### src/rtl/emb_pkg.sv
package emb_pkg;

  // power control register layout
  localparam int          POWER_CONTROL_REGISTER_W          = 8;
  localparam int          ALE_QUIET_BIT   = 5;
  localparam logic        ALE_QUIET_RESET = 1'b0;

  // internal program memory holds addresses below this limit
  localparam logic [15:0] INT_ROM_LIMIT   = 16'hC000;

  // oscillator periods per address latch slot, two slots per machine cycle
  localparam int          SLOT_PHASES     = 6;
  localparam int          PHASE_W         = 3;
  localparam logic [2:0]  LAST_PHASE      = 3'h5;

  // phases inside a slot (one oscillator period each)
  localparam logic [2:0]  ALE_HI_END      = 3'h1;  // latch pulse high in phases 0..1
  localparam logic [2:0]  ADDR_END        = 3'h2;  // address held on low port to phase 2
  localparam logic [2:0]  PROGRAM_FETCH_STROBE_N_LO_FIRST   = 3'h3;  // fetch strobe low in phases 3..5
  localparam logic [2:0]  STB_LO_FIRST    = 3'h1;  // data strobe low in phases 1..4
  localparam logic [2:0]  STB_LO_LAST     = 3'h4;

  // machine cycle kinds, one-hot
  typedef enum logic [3:0] {
    MC_RUN   = 4'h1,
    MC_DATA  = 4'h2,
    MC_IDLE  = 4'h4,
    MC_PDOWN = 4'h8
  } emb_mc_e;

  // requests from the core side
  typedef struct packed {
    logic        fetch_en;
    logic [15:0] pc;
    logic        xmove;
    logic        xwrite;
    logic [15:0] xaddr;
    logic [7:0]  wdata;
    logic        idle;
    logic        pdown;
  } emb_req_s;

  // external bus pins
  typedef struct packed {
    logic       ale;
    logic       program_fetch_strobe_n_n;
    logic       wr_n;
    logic       rd_n;
    logic [7:0] p0_out;
    logic [7:0] p0_oe;
    logic       p0_pullup_en;
    logic [7:0] p2_out;
    logic       p2_addr_en;
  } emb_pins_s;

  localparam emb_pins_s PINS_RESET = '{
    ale: 1'b0, program_fetch_strobe_n_n: 1'b1, wr_n: 1'b1, rd_n: 1'b1, p0_out: 8'h00,
    p0_oe: 8'h00, p0_pullup_en: 1'b0, p2_out: 8'h00, p2_addr_en: 1'b0};

endpackage : emb_pkg

### src/rtl/emb_slot_timer.sv
`timescale 1ns/1ps

module emb_slot_timer #(
  parameter int PHASES = emb_pkg::SLOT_PHASES
) (
  // clock and reset
  input  wire logic                         mclk_in,
  input  wire logic                         reset_n_in,
  // timing
  output logic [emb_pkg::PHASE_W-1:0]       phase_out,
  output logic                              slot_out,
  output logic                              mc_end_out
);

  localparam logic [emb_pkg::PHASE_W-1:0] LAST = emb_pkg::PHASE_W'(PHASES - 1);

  logic [emb_pkg::PHASE_W-1:0] next_phase;
  logic                        next_slot;
  logic                        next_mc_end;

  // phase counter wraps every slot; two slots make a machine cycle
  always_comb begin
    next_phase  = (phase_out == LAST) ? '0 : phase_out + 1'b1;
    next_slot   = (phase_out == LAST) ? ~slot_out : slot_out;
    next_mc_end = (next_phase == LAST) && next_slot;
  end

  always_ff @(posedge mclk_in or negedge reset_n_in) begin
    if (!reset_n_in) begin
      phase_out  <= '0;
      slot_out   <= 1'b0;
      mc_end_out <= 1'b0;
    end else begin
      phase_out  <= next_phase;
      slot_out   <= next_slot;
      mc_end_out <= next_mc_end;
    end
  end

endmodule : emb_slot_timer

### src/rtl/emb_bus.sv
// Functional notes
// - During data-pointer external accesses the high address byte is driven on the high port.
// - External program fetches pulse the fetch strobe low twice per machine cycle.
// - A data access machine cycle skips both fetch strobe pulses.
// - The fetch strobe stays high whenever no external fetch is under way.
// - The latch pulse comes every six oscillator periods, omitted in the data strobe slot.
// - Bit 5 of the power control register is the quiet enable, written by software.
// - The quiet enable clears on reset.
// - With quiet set and no exception the latch pulse is held low.
// - Data moves still produce the latch pulse while quiet is set.
// - With quiet set the latch pulse is high in idle and low in power-down.
// - Internal execution with quiet set still pulses beyond the internal memory size.
// - External execution always pulses normally whatever quiet says.
// - Access select high at reset fetches internally below 49152, low fetches all externally.
// - Access select is caught at reset and ignored afterwards; the far side must drive it.
// - The low port multiplexes address and data with pull-ups enabled for external accesses.
// - Data transfers use separate write and read strobes.
`timescale 1ns/1ps

module emb_bus (
  // clock and reset
  input  wire logic                    mclk_in,
  input  wire logic                    reset_n_in,
  // strap
  input  wire logic                    ext_access_select_in,
  // core side
  input  wire emb_pkg::emb_req_s       req_in,
  input  wire logic                    power_control_register_we_in,
  input  wire logic [7:0]              power_control_register_wdata_in,
  output logic [7:0]                   instr_out,
  output logic                         instr_valid_out,
  output logic [7:0]                   rdata_out,
  output logic                         xmove_done_out,
  output logic                         ale_quiet_enable_out,
  output logic                         ea_internal_out,
  // external bus
  input  wire logic [7:0]              p0_in,
  output emb_pkg::emb_pins_s           pins_out
);

  logic [emb_pkg::PHASE_W-1:0] phase;
  logic                        slot;
  logic                        mc_end;

  emb_slot_timer #(
    .PHASES     (emb_pkg::SLOT_PHASES)
  ) u_timer (
    .mclk_in    (mclk_in),
    .reset_n_in (reset_n_in),
    .phase_out  (phase),
    .slot_out   (slot),
    .mc_end_out (mc_end)
  );

  // true when the fetch address lies outside internal program memory
  function automatic logic beyond_rom(input logic [15:0] addr);
    return addr >= emb_pkg::INT_ROM_LIMIT;
  endfunction : beyond_rom

  // ---------------- strap capture and quiet enable
  logic in_reset;
  logic ea_int;
  logic quiet;
  logic next_in_reset;
  logic next_ea_int;
  logic next_quiet;

  // strap is sampled at the first edge after release, the async reset only loads constants
  always_comb begin
    next_in_reset = 1'b0;
    next_ea_int   = in_reset ? ext_access_select_in : ea_int;
    next_quiet    = power_control_register_we_in ? power_control_register_wdata_in[emb_pkg::ALE_QUIET_BIT] : quiet;
  end

  always_ff @(posedge mclk_in or negedge reset_n_in) begin
    if (!reset_n_in) begin
      in_reset <= 1'b1;
      ea_int   <= 1'b1;
      quiet    <= emb_pkg::ALE_QUIET_RESET;
    end else begin
      in_reset <= next_in_reset;
      ea_int   <= next_ea_int;
      quiet    <= next_quiet;
    end
  end

  // ---------------- machine cycle sequencing
  emb_pkg::emb_mc_e mc;
  emb_pkg::emb_mc_e next_mc;

  // kind only changes on a machine cycle boundary so strobes never get cut short
  always_comb begin
    next_mc = mc;
    if (mc_end) begin
      if (req_in.pdown)      next_mc = emb_pkg::MC_PDOWN;
      else if (req_in.idle)  next_mc = emb_pkg::MC_IDLE;
      else if (req_in.xmove) next_mc = emb_pkg::MC_DATA;
      else                   next_mc = emb_pkg::MC_RUN;
    end
  end

  always_ff @(posedge mclk_in or negedge reset_n_in) begin
    if (!reset_n_in) begin
      mc <= emb_pkg::MC_RUN;
    end else begin
      mc <= next_mc;
    end
  end

  // ---------------- pin generation
  logic               ext_slot;
  logic               ale_force;
  logic               ale_win;
  emb_pkg::emb_pins_s next_pins;

  // external fetch when strapped external or the address is past internal memory
  assign ext_slot  = req_in.fetch_en && (!ea_int || beyond_rom(req_in.pc));
  assign ale_force = !ea_int || beyond_rom(req_in.pc);
  assign ale_win   = phase <= emb_pkg::ALE_HI_END;

  // pins are registered, so they follow the timer phase by one clock
  always_comb begin
    next_pins            = emb_pkg::PINS_RESET;
    next_pins.p2_out     = pins_out.p2_out;
    unique case (mc)
      emb_pkg::MC_RUN: begin
        next_pins.ale = ale_win && (!quiet || ale_force);
        if (ext_slot) begin
          next_pins.p2_out       = req_in.pc[15:8];
          next_pins.p2_addr_en   = 1'b1;
          next_pins.p0_pullup_en = 1'b1;
          if (phase <= emb_pkg::ADDR_END) begin
            next_pins.p0_out = req_in.pc[7:0];
            next_pins.p0_oe  = 8'hFF;
          end else begin
            next_pins.program_fetch_strobe_n_n = 1'b0;
          end
        end
      end
      emb_pkg::MC_DATA: begin
        next_pins.p2_out       = req_in.xaddr[15:8];
        next_pins.p2_addr_en   = 1'b1;
        next_pins.p0_pullup_en = 1'b1;
        if (!slot) begin
          next_pins.ale    = ale_win;
          next_pins.p0_out = req_in.xaddr[7:0];
          next_pins.p0_oe  = 8'hFF;
        end else begin
          // no latch pulse and no fetch strobe in the strobe slot
          if (req_in.xwrite) begin
            next_pins.p0_out = req_in.wdata;
            next_pins.p0_oe  = 8'hFF;
          end
          if (phase >= emb_pkg::STB_LO_FIRST && phase <= emb_pkg::STB_LO_LAST) begin
            next_pins.wr_n = !req_in.xwrite;
            next_pins.rd_n = req_in.xwrite;
          end
        end
      end
      emb_pkg::MC_IDLE: begin
        next_pins.ale = 1'b1;
      end
      emb_pkg::MC_PDOWN: begin
        next_pins.ale = 1'b0;
      end
    endcase
  end

  always_ff @(posedge mclk_in or negedge reset_n_in) begin
    if (!reset_n_in) begin
      pins_out <= emb_pkg::PINS_RESET;
    end else begin
      pins_out <= next_pins;
    end
  end

  // ---------------- core side returns
  logic [7:0] next_instr;
  logic       next_instr_valid;
  logic [7:0] next_rdata;
  logic       next_done;
  logic       fetch_cap;
  logic       read_cap;

  // sample the low port at the last phase of each strobe slot, while the pins still show the strobe low
  assign fetch_cap = (mc == emb_pkg::MC_RUN) && ext_slot && (phase == emb_pkg::LAST_PHASE)
                     && !pins_out.program_fetch_strobe_n_n;
  assign read_cap  = (mc == emb_pkg::MC_DATA) && slot && !req_in.xwrite
                     && (phase == emb_pkg::LAST_PHASE) && !pins_out.rd_n;

  always_comb begin
    next_instr       = fetch_cap ? p0_in : instr_out;
    next_instr_valid = fetch_cap;
    next_rdata       = read_cap ? p0_in : rdata_out;
    next_done        = mc_end && (mc == emb_pkg::MC_DATA);
  end

  always_ff @(posedge mclk_in or negedge reset_n_in) begin
    if (!reset_n_in) begin
      instr_out            <= 8'h00;
      instr_valid_out      <= 1'b0;
      rdata_out            <= 8'h00;
      xmove_done_out       <= 1'b0;
      ale_quiet_enable_out <= emb_pkg::ALE_QUIET_RESET;
      ea_internal_out      <= 1'b1;
    end else begin
      instr_out            <= next_instr;
      instr_valid_out      <= next_instr_valid;
      rdata_out            <= next_rdata;
      xmove_done_out       <= next_done;
      ale_quiet_enable_out <= next_quiet;
      ea_internal_out      <= next_ea_int;
    end
  end
endmodule : emb_bus

### config.mk
export PLATFORM = sky130hd
export DESIGN_NAME = emb_bus
export DESIGN_NICKNAME = d
export VERILOG_FILES = /design/src/rtl/emb_pkg.sv /design/src/rtl/emb_slot_timer.sv /design/src/rtl/emb_bus.sv
export SDC_FILE = /design/constraint.sdc
export NUM_CORES = 1
export LEC_CHECK = 0
export ABC_AREA = 0
export ABC_CLOCK_PERIOD_IN_PS = 1690
export BUFFER_PORTS_ARGS = -buffer_cell sky130_fd_sc_hd__buf_2
export CAP_MARGIN = 20
export CORE_UTILIZATION = 33
export CTS_CLUSTER_DIAMETER = 100
export DETAILED_ROUTE_END_ITERATION = 12
export SLEW_MARGIN = 20
export SYNTH_ARGS = -nofsm -noshare
export SYNTH_HDL_FRONTEND = slang
export SYNTH_SLANG_ARGS = --single-unit
### constraint.sdc
create_clock -name mclk_in -period 1.69 [get_ports mclk_in]
set_input_delay 0.0845 -clock mclk_in [delete_from_list [all_inputs] [get_ports mclk_in]]
set_output_delay 0.0845 -clock mclk_in [all_outputs]
set_load 0.05 [all_outputs]
==> results of run 1 <==
## final timing paths
check	from	slack (ns)	endpoint	cells past startpoint
worst max register to register	mc[0]	0.08	rdata_out[0]	4
min in group asynchronous	reset_n_in	0.27	xmove_done_out	2
worst max-delay path	mc[0]	0.08	rdata_out[0]	4
worst min-delay path	req_in[34]	0.006	pins_out[24]	3
worst min register to register	pins_out[3]	0.48	pins_out[3]	1
max in group asynchronous	reset_n_in	0.81	pins_out[26]	3
## sequential cells by signal, summed over array words and instances, names as in the netlist
signal,flops
u_timer.phase_out,3
mc,4
ale_quiet_enable_out,1
u_timer.slot_out,1
ea_internal_out,1
pins_out,22
in_reset,1
instr_valid_out,1
u_timer.mc_end_out,1
instr_out,8
rdata_out,8
xmove_done_out,1
## cells by family after synthesis
group / after synthesis / share of synthesized area, %
and+or+nand+nor: 47 / 12.4
muxes: 22 / 11.6
xor gates and xnor gates: 3 / 1.17
DFF: 52 / 58.1
other: 1 / 0.167
buffers and inverters: 19 / 5.39
AOI/OAI and AO/OA: 33 / 11.1
## Yosys cell counts (all sizes together), types with 2 or more instances
master	n	area, sq um
dfrtp	46	1150
mux2	21	251
nand2	15	63.8
buf	14	103
nand3	10	55.1
a21o	8	60.1
a22o	8	70.1
a22oi	8	60.1
dfstp	6	158
nor2	6	25.0
inv	4	15.0
a21oi	3	15.0
xnor2	3	26.3
and3	2	12.5
nand2b	2	12.5
nand3b	2	15.0
nor2b	2	12.5
nor4	2	27.5
or3	2	13.8
## power by group through the flow
| stage | clock network (mW) | registers (mW) | logic, mW |
|---|---|---|---|
| global placement | 0 | 1.37 | 0.509 |
| CTS | 0.706 | 1.35 | 0.526 |
| global route | 0.765 | 1.36 | 0.552 |
| finish | 0.666 | 1.35 | 0.521 |
| detailed placement | 0 | 1.38 | 0.513 |
| floorplan | 0 | 1.60 | 0.111 |
## layout make-up
| class | count | area share, % |
|---|---|---|
| tap | 77 | 3.17 |
| multi-input combinational | 106 | 27.6 |
| timing repair buffer | 124 | 23.0 |
| inverter | 4 | 0.494 |
| sequential | 52 | 43.1 |
| clock buffer | 7 | 2.51 |
| clock inverter | 1 | 0.165 |
## repair_timing
item,4_1_cts,5_1_grt
resized for setup,2,2
hold buffers,7,0
cloned,0,0
endpoints found under the hold margin,23,0
buffers inserted,0,1
setup endpoints to repair,9,21
pin swaps,0,1
## through the flow
| step | total power, mW | area [sq um] | TNS [ns] | std cells | hold WS (ns) |
|---|---|---|---|---|---|
| global route | 2.68 | 3040 | -0.00360 | 371 | 0.00178 |
| floorplan | 1.71 | 2250 | 0 | 177 | -0.211 |
| detailed placement | 1.89 | 2860 | 0 | 355 | 0.0757 |
| CTS | 2.59 | 3020 | 0 | 370 | 0.000683 |
| global placement | 1.88 | 2860 | 0 | 355 | 0.0764 |
| finish | 2.54 | 3040 | 0 | 371 | 0.00642 |
## metal layers
layer	GRT usage, %	vias up
met5	0	-
met1	17.8	830
met3	3.24	6
met4	4.62	0
met2	25.1	69
li1	-	849
## worst max-delay path, delay by kind of cell, from the launching register on
kind	cells	cell delay, ns
buffers and inverters	1	0.15
multiplexers	1	0.33
flip-flops	1	0.38
AND/OR/NAND/NOR	2	0.64
==> impl_metrics.toml, run 1 <==
[layout]
register_area_sq_um = 1310
fin_nets = 358
final_util_pct = 47.0
drive_above_1_share_pct = 53.7
final_cell_mix = "107 x buf_2, 45 x dfrtp_1, 17 x mux2_2"
fillers = 636
multiInputGateArea_sq_um = 837
area_growth_pct = 34.9
layout_commonest_cell = "buf_2"
num_antenna_cells = 0

[sta]
finalSetupViolCount = 0
max_freq_ghz = 0.621
fin_crit_ns = 1.61
fin_skew_ns = 0.00458
worst_slack_ns = 0.0805
timing.final.crit_share_pct = 95.2
slew_violations = 0
hold_viol_final = 0
rsz0062_at_grt = "yes"

[logic_synthesis]
async_flop_share_pct = 100
synth_nets = 242
avgSynthCellArea_sq_um = 12.7
syn_area_sq_um = 2250
ys_types = 40
ys.flop_type = "dfrtp_1"
synth_edf_count = 0
synth_cells = 177
yosysWarnings = 0
synth-seq-cells = 52
ys_seq_area_share_pct = 58.1

[setup_path]
critPathSlowestCell = "nor4b_4"
critical_path_arrival_ns = 1.79
cp-start-kind = "flip-flop"
path_cells = "buf_4 -> nor4b_4 -> nand3_4 -> mux2_2"
crit_required_ns = 1.87
critPathKind = "reg2reg"
max_stage_delay_ns = 0.42
end_kind = "flip-flop"
crit_fanout = 8

[pwr]
swShare_pct = 30.3
power_leakage_nw = 1.70
comb_power_share_pct = 20.5
pwr-share-clk_pct = 26.2
ir_drop_mv = 0.401
seqPwrFrac_pct = 53.2
p_per_area_nw_per_um2 = 836
internal_power_mw = 1.77
p_switching_mw = 0.769

[drt]
wirelength_mm = 4.89
wl_met1_mm = 2.05
wl_met3_um = 294
drt-initial-drc-count = 63
route.top_layer_used = "met4"
wl_met2_mm = 2.47
num_vias = 1754
vias_per_cell = 4.73
antenna_left = 0
dr.pass1.iters = 12
avgRoutedWirePerCell_um = 13.2
drcViolationCount = 8

[global_route]
grt_pass1_wl_mm = 8.00
grt_antenna_before_repair = 0
grt_max_degree = 34
grt.total_usage_pct = 14.4
grt_pass1_vias = 1707
gr-total-overflow = 0

[cts]
cts_tree = "built"
clock_sinks = 52
htree_num_levels = 2
cts_root_buf = "clkbuf_8"
clk_pin_slew_ns = 0.09
clock_latency_ns = 0.30
cts_buffers = 5
cts_buffer_depth = 2

[placed_design]
post-place-ws_ns = 0.00649
portBuffers = 107
dp_hpwl_mm = 3.66
gp_congestion = 0.683

[outcome]
violations = "design-rule violations"
outcome = "finished, violations left"

[floorplan]
pin_count = 115
initial_utilization_pct = 34.9
dieWidth_um = 84.6
fp-row-count = 29
chipHeight_um = 84.6
core-area_sq_um = 6460
die-area_sq_um = 7160

[run]
drv_cap = 0

[worst_hold_path]
hp-class = "in2reg"
No activity file was read; power rests on OpenSTA's default activity.
==> run 2, diff against run 1 <==
--- a/config.mk
+++ b/config.mk
@@ -5,7 +5,7 @@
 export SDC_FILE = /design/constraint.sdc
 export NUM_CORES = 1
 export LEC_CHECK = 0
-export ABC_AREA = 0
+export ABC_AREA = 1
 export ABC_CLOCK_PERIOD_IN_PS = 1690
 export BUFFER_PORTS_ARGS = -buffer_cell sky130_fd_sc_hd__buf_2
 export CAP_MARGIN = 20
==> impl_metrics.toml, run 2 <==
[logic_synthesis]
yosysTopAreaCell = "dfrtp_1"
async_flop_share_pct = 100
synth-seq-cells = 52
ys_types = 30
ys.flop_type = "dfrtp_1"
avgSynthCellArea_sq_um = 8.43
syn_area_sq_um = 2490
synth_edf_count = 0
synth_nets = 360
synth_cells = 295
yosysWarnings = 0
ys_top_cells_by_area = "dfrtp_1 46%, nand2_1 13%, nand3_1 9.7%, dfstp_2 6.3%, nor2_1 5.4%"
synthTopCellsByCount = "86 x nand2_1, 48 x nand3_1, 46 x dfrtp_1"
yosysMostFrequentCell = "nand2_1"
ys_seq_area_share_pct = 52.6
yosys.area.top_type_share_pct = 46.3

[cts]
htree_num_levels = 2
clock_sinks = 52
post-cts-setup-buffers = 0
clk_pin_slew_ns = 0.09
cts_buffers = 5
cts_tree = "built"
clock_latency_ns = 0.30
cts_buffer_depth = 2
cts_root_buf = "clkbuf_8"

[floorplan]
die-area_sq_um = 7890
initial_utilization_pct = 34.3
core-area_sq_um = 7250
chipHeight_um = 88.8
dieWidth_um = 88.8
fp-row-count = 31
pin_count = 115

[layout]
final_cells = 510
multiInputGateArea_sq_um = 985
final_util_pct = 45.6
fin_nets = 475
layout_commonest_cell = "buf_2"
post-route-cell-area_sq_um = 3310
biggestRegsByFlops = "pins_out x22, instr_out x8, rdata_out x8"
final_cell_mix = "107 x buf_2, 86 x nand2_1, 48 x nand3_1"
largest_reg_flops = 22
fillers = 745
drive_above_1_share_pct = 35.8
area_growth_pct = 33.1
register_area_sq_um = 1310
num_antenna_cells = 0
regMostFlops = "pins_out"

[sta]
timing.final.crit_share_pct = 95.0
fin_crit_ns = 1.61
max_freq_ghz = 0.623
fin_hold_ws_ns = 0.0161
slew-limit-headroom_pct = 61.4
fin_skew_ns = 0.00865
hold_viol_final = 0
tns_ns = 0
worst_slack_ns = 0.0848
max_slew.worst_pin.slew_ns = 0.579
slew_violations = 0
rsz0062_at_grt = "no"
finalSetupViolCount = 0

[setup_path]
reg2reg_depth = 4
critical_path_arrival_ns = 1.85
critPathSlowestCell = "dlygate4sd3_1"
end_kind = "flip-flop"
cp_top_family = "buffers and inverters"
crit_end = "mc[0]"
max_stage_delay_ns = 0.58
crit_buf_inv = 2
r2r_start = "u_timer.mc_end_out"
critPathKind = "reg2reg"
cp-start-kind = "flip-flop"
critPathLaunch = "u_timer.mc_end_out"
path_cells = "inv_1 -> or2_2 -> o31ai_1 -> dlygate4sd3_1"
reg2reg_to = "mc[0]"
path_depth = 4
reg2reg_setup_slack_ns = 0.08
crit_fanout = 4
crit_required_ns = 1.93

[worst_hold_path]
hold_depth = 3
hp-class = "in2reg"

[drt]
num_vias = 2318
avgRoutedWirePerCell_um = 11.7
dr.pass1.iters = 4
antenna_left = 0
vias_per_cell = 4.55
drt-initial-drc-count = 70
drcViolationCount = 0
wirelength_mm = 5.95

[global_route]
grt_antenna_before_repair = 0
grt.total_usage_pct = 16.0
grt_pass1_wl_mm = 9.67
grt_pass1_vias = 2183
grt_max_degree = 29
gr-total-overflow = 0

[placed_design]
gp_congestion = 0.760
post-place-ws_ns = 0.261
dpl.cell_count = 491
place_area_sq_um = 3090
portBuffers = 107
dp_hpwl_mm = 4.54

[run]
drv_cap = 0

[pwr]
p_per_area_nw_per_um2 = 839
ir_drop_mv = 0.295
power_leakage_nw = 1.98
power_mw = 2.78

[outcome]
outcome = "finished, final reports clean"
==> run 2: changes by cell type in the layout (fill, tap and decap cells not counted), moves of 4 or more <==
cell and change:
a21o_1 -8, a22o_1 -8, a22oi_1 -8, buf_4 -4
dlygate4sd3_1 +4, inv_1 +16, mux2_2 -16, mux2_4 -4
nand2_1 +72, nand2_2 +4, nand3_1 +39, nor2_1 +31
o21ai_0 +4
==> run 2: routing by layer <==
layer / wire length [um] / GRT usage (%) / vias up
met2: 2960 / 27.8 / 56
met5: 0 / 0 / -
met4: 115 / 6.16 / 0
met3: 277 / 3.17 / 10
met1: 2600 / 19.5 / 1097
li1: - / - / 1155
==> run 2: cells by family (layout without fill, tap and decap cells) <==
family,count (synthesis),in the layout,synth area share [%]
buffers and inverters,39,155,7.80
AOI/OAI and AO/OA,11,11,2.67
DFF,52,52,52.6
other,1,1,0.151
and+or+nand+nor,189,189,35.6
muxes,1,1,0.453
xor gates and xnor gates,2,2,0.704
==> run 2: tightest hold or removal path: cells and delay by family <==
| family | cells | cell delay, ns |
|---|---|---|
| AND/OR/NAND/NOR | 2 | 0.12 |
| buffers and inverters | 1 | 0.08 |
==> run 2: how the worst min path moves through the flow <==
stage,from,end,slack [ns]
6_report,req_in[33],pins_out[23],0.02
5_1_grt,ext_access_select_in,ea_internal_out,0.01
4_1_cts,req_in[33],pins_out[23],0.001
3_5_place_dp,reset_n_in,xmove_done_out,0.11
3_3_place_gp,reset_n_in,xmove_done_out,0.12
2_1_floorplan,reset_n_in,ale_quiet_enable_out,-0.21
==> run 2: area by class of cell <==
cell class | instances | share of cell area [%]
Timing Repair Buffer | 123 | 21.0
Clock buffer | 6 | 2.19
Tap cell | 99 | 3.74
Inverter | 24 | 2.72
Multi-Input combinational cell | 204 | 29.7
Sequential cell | 52 | 39.5
Clock inverter | 2 | 1.06
==> run 2: power breakdown <==
part	switching, mW	internal (mW)	total, mW
logic	0.416	0.172	0.588
clock network	0.391	0.440	0.830
registers	0.0425	1.32	1.36
total	0.849	1.93	2.78
==> run 2: what timing repair did <==
action | CTS | global route
gates resized for setup | 0 | 0
hold endpoints to repair | 29 | 0
hold buffers | 11 | 0
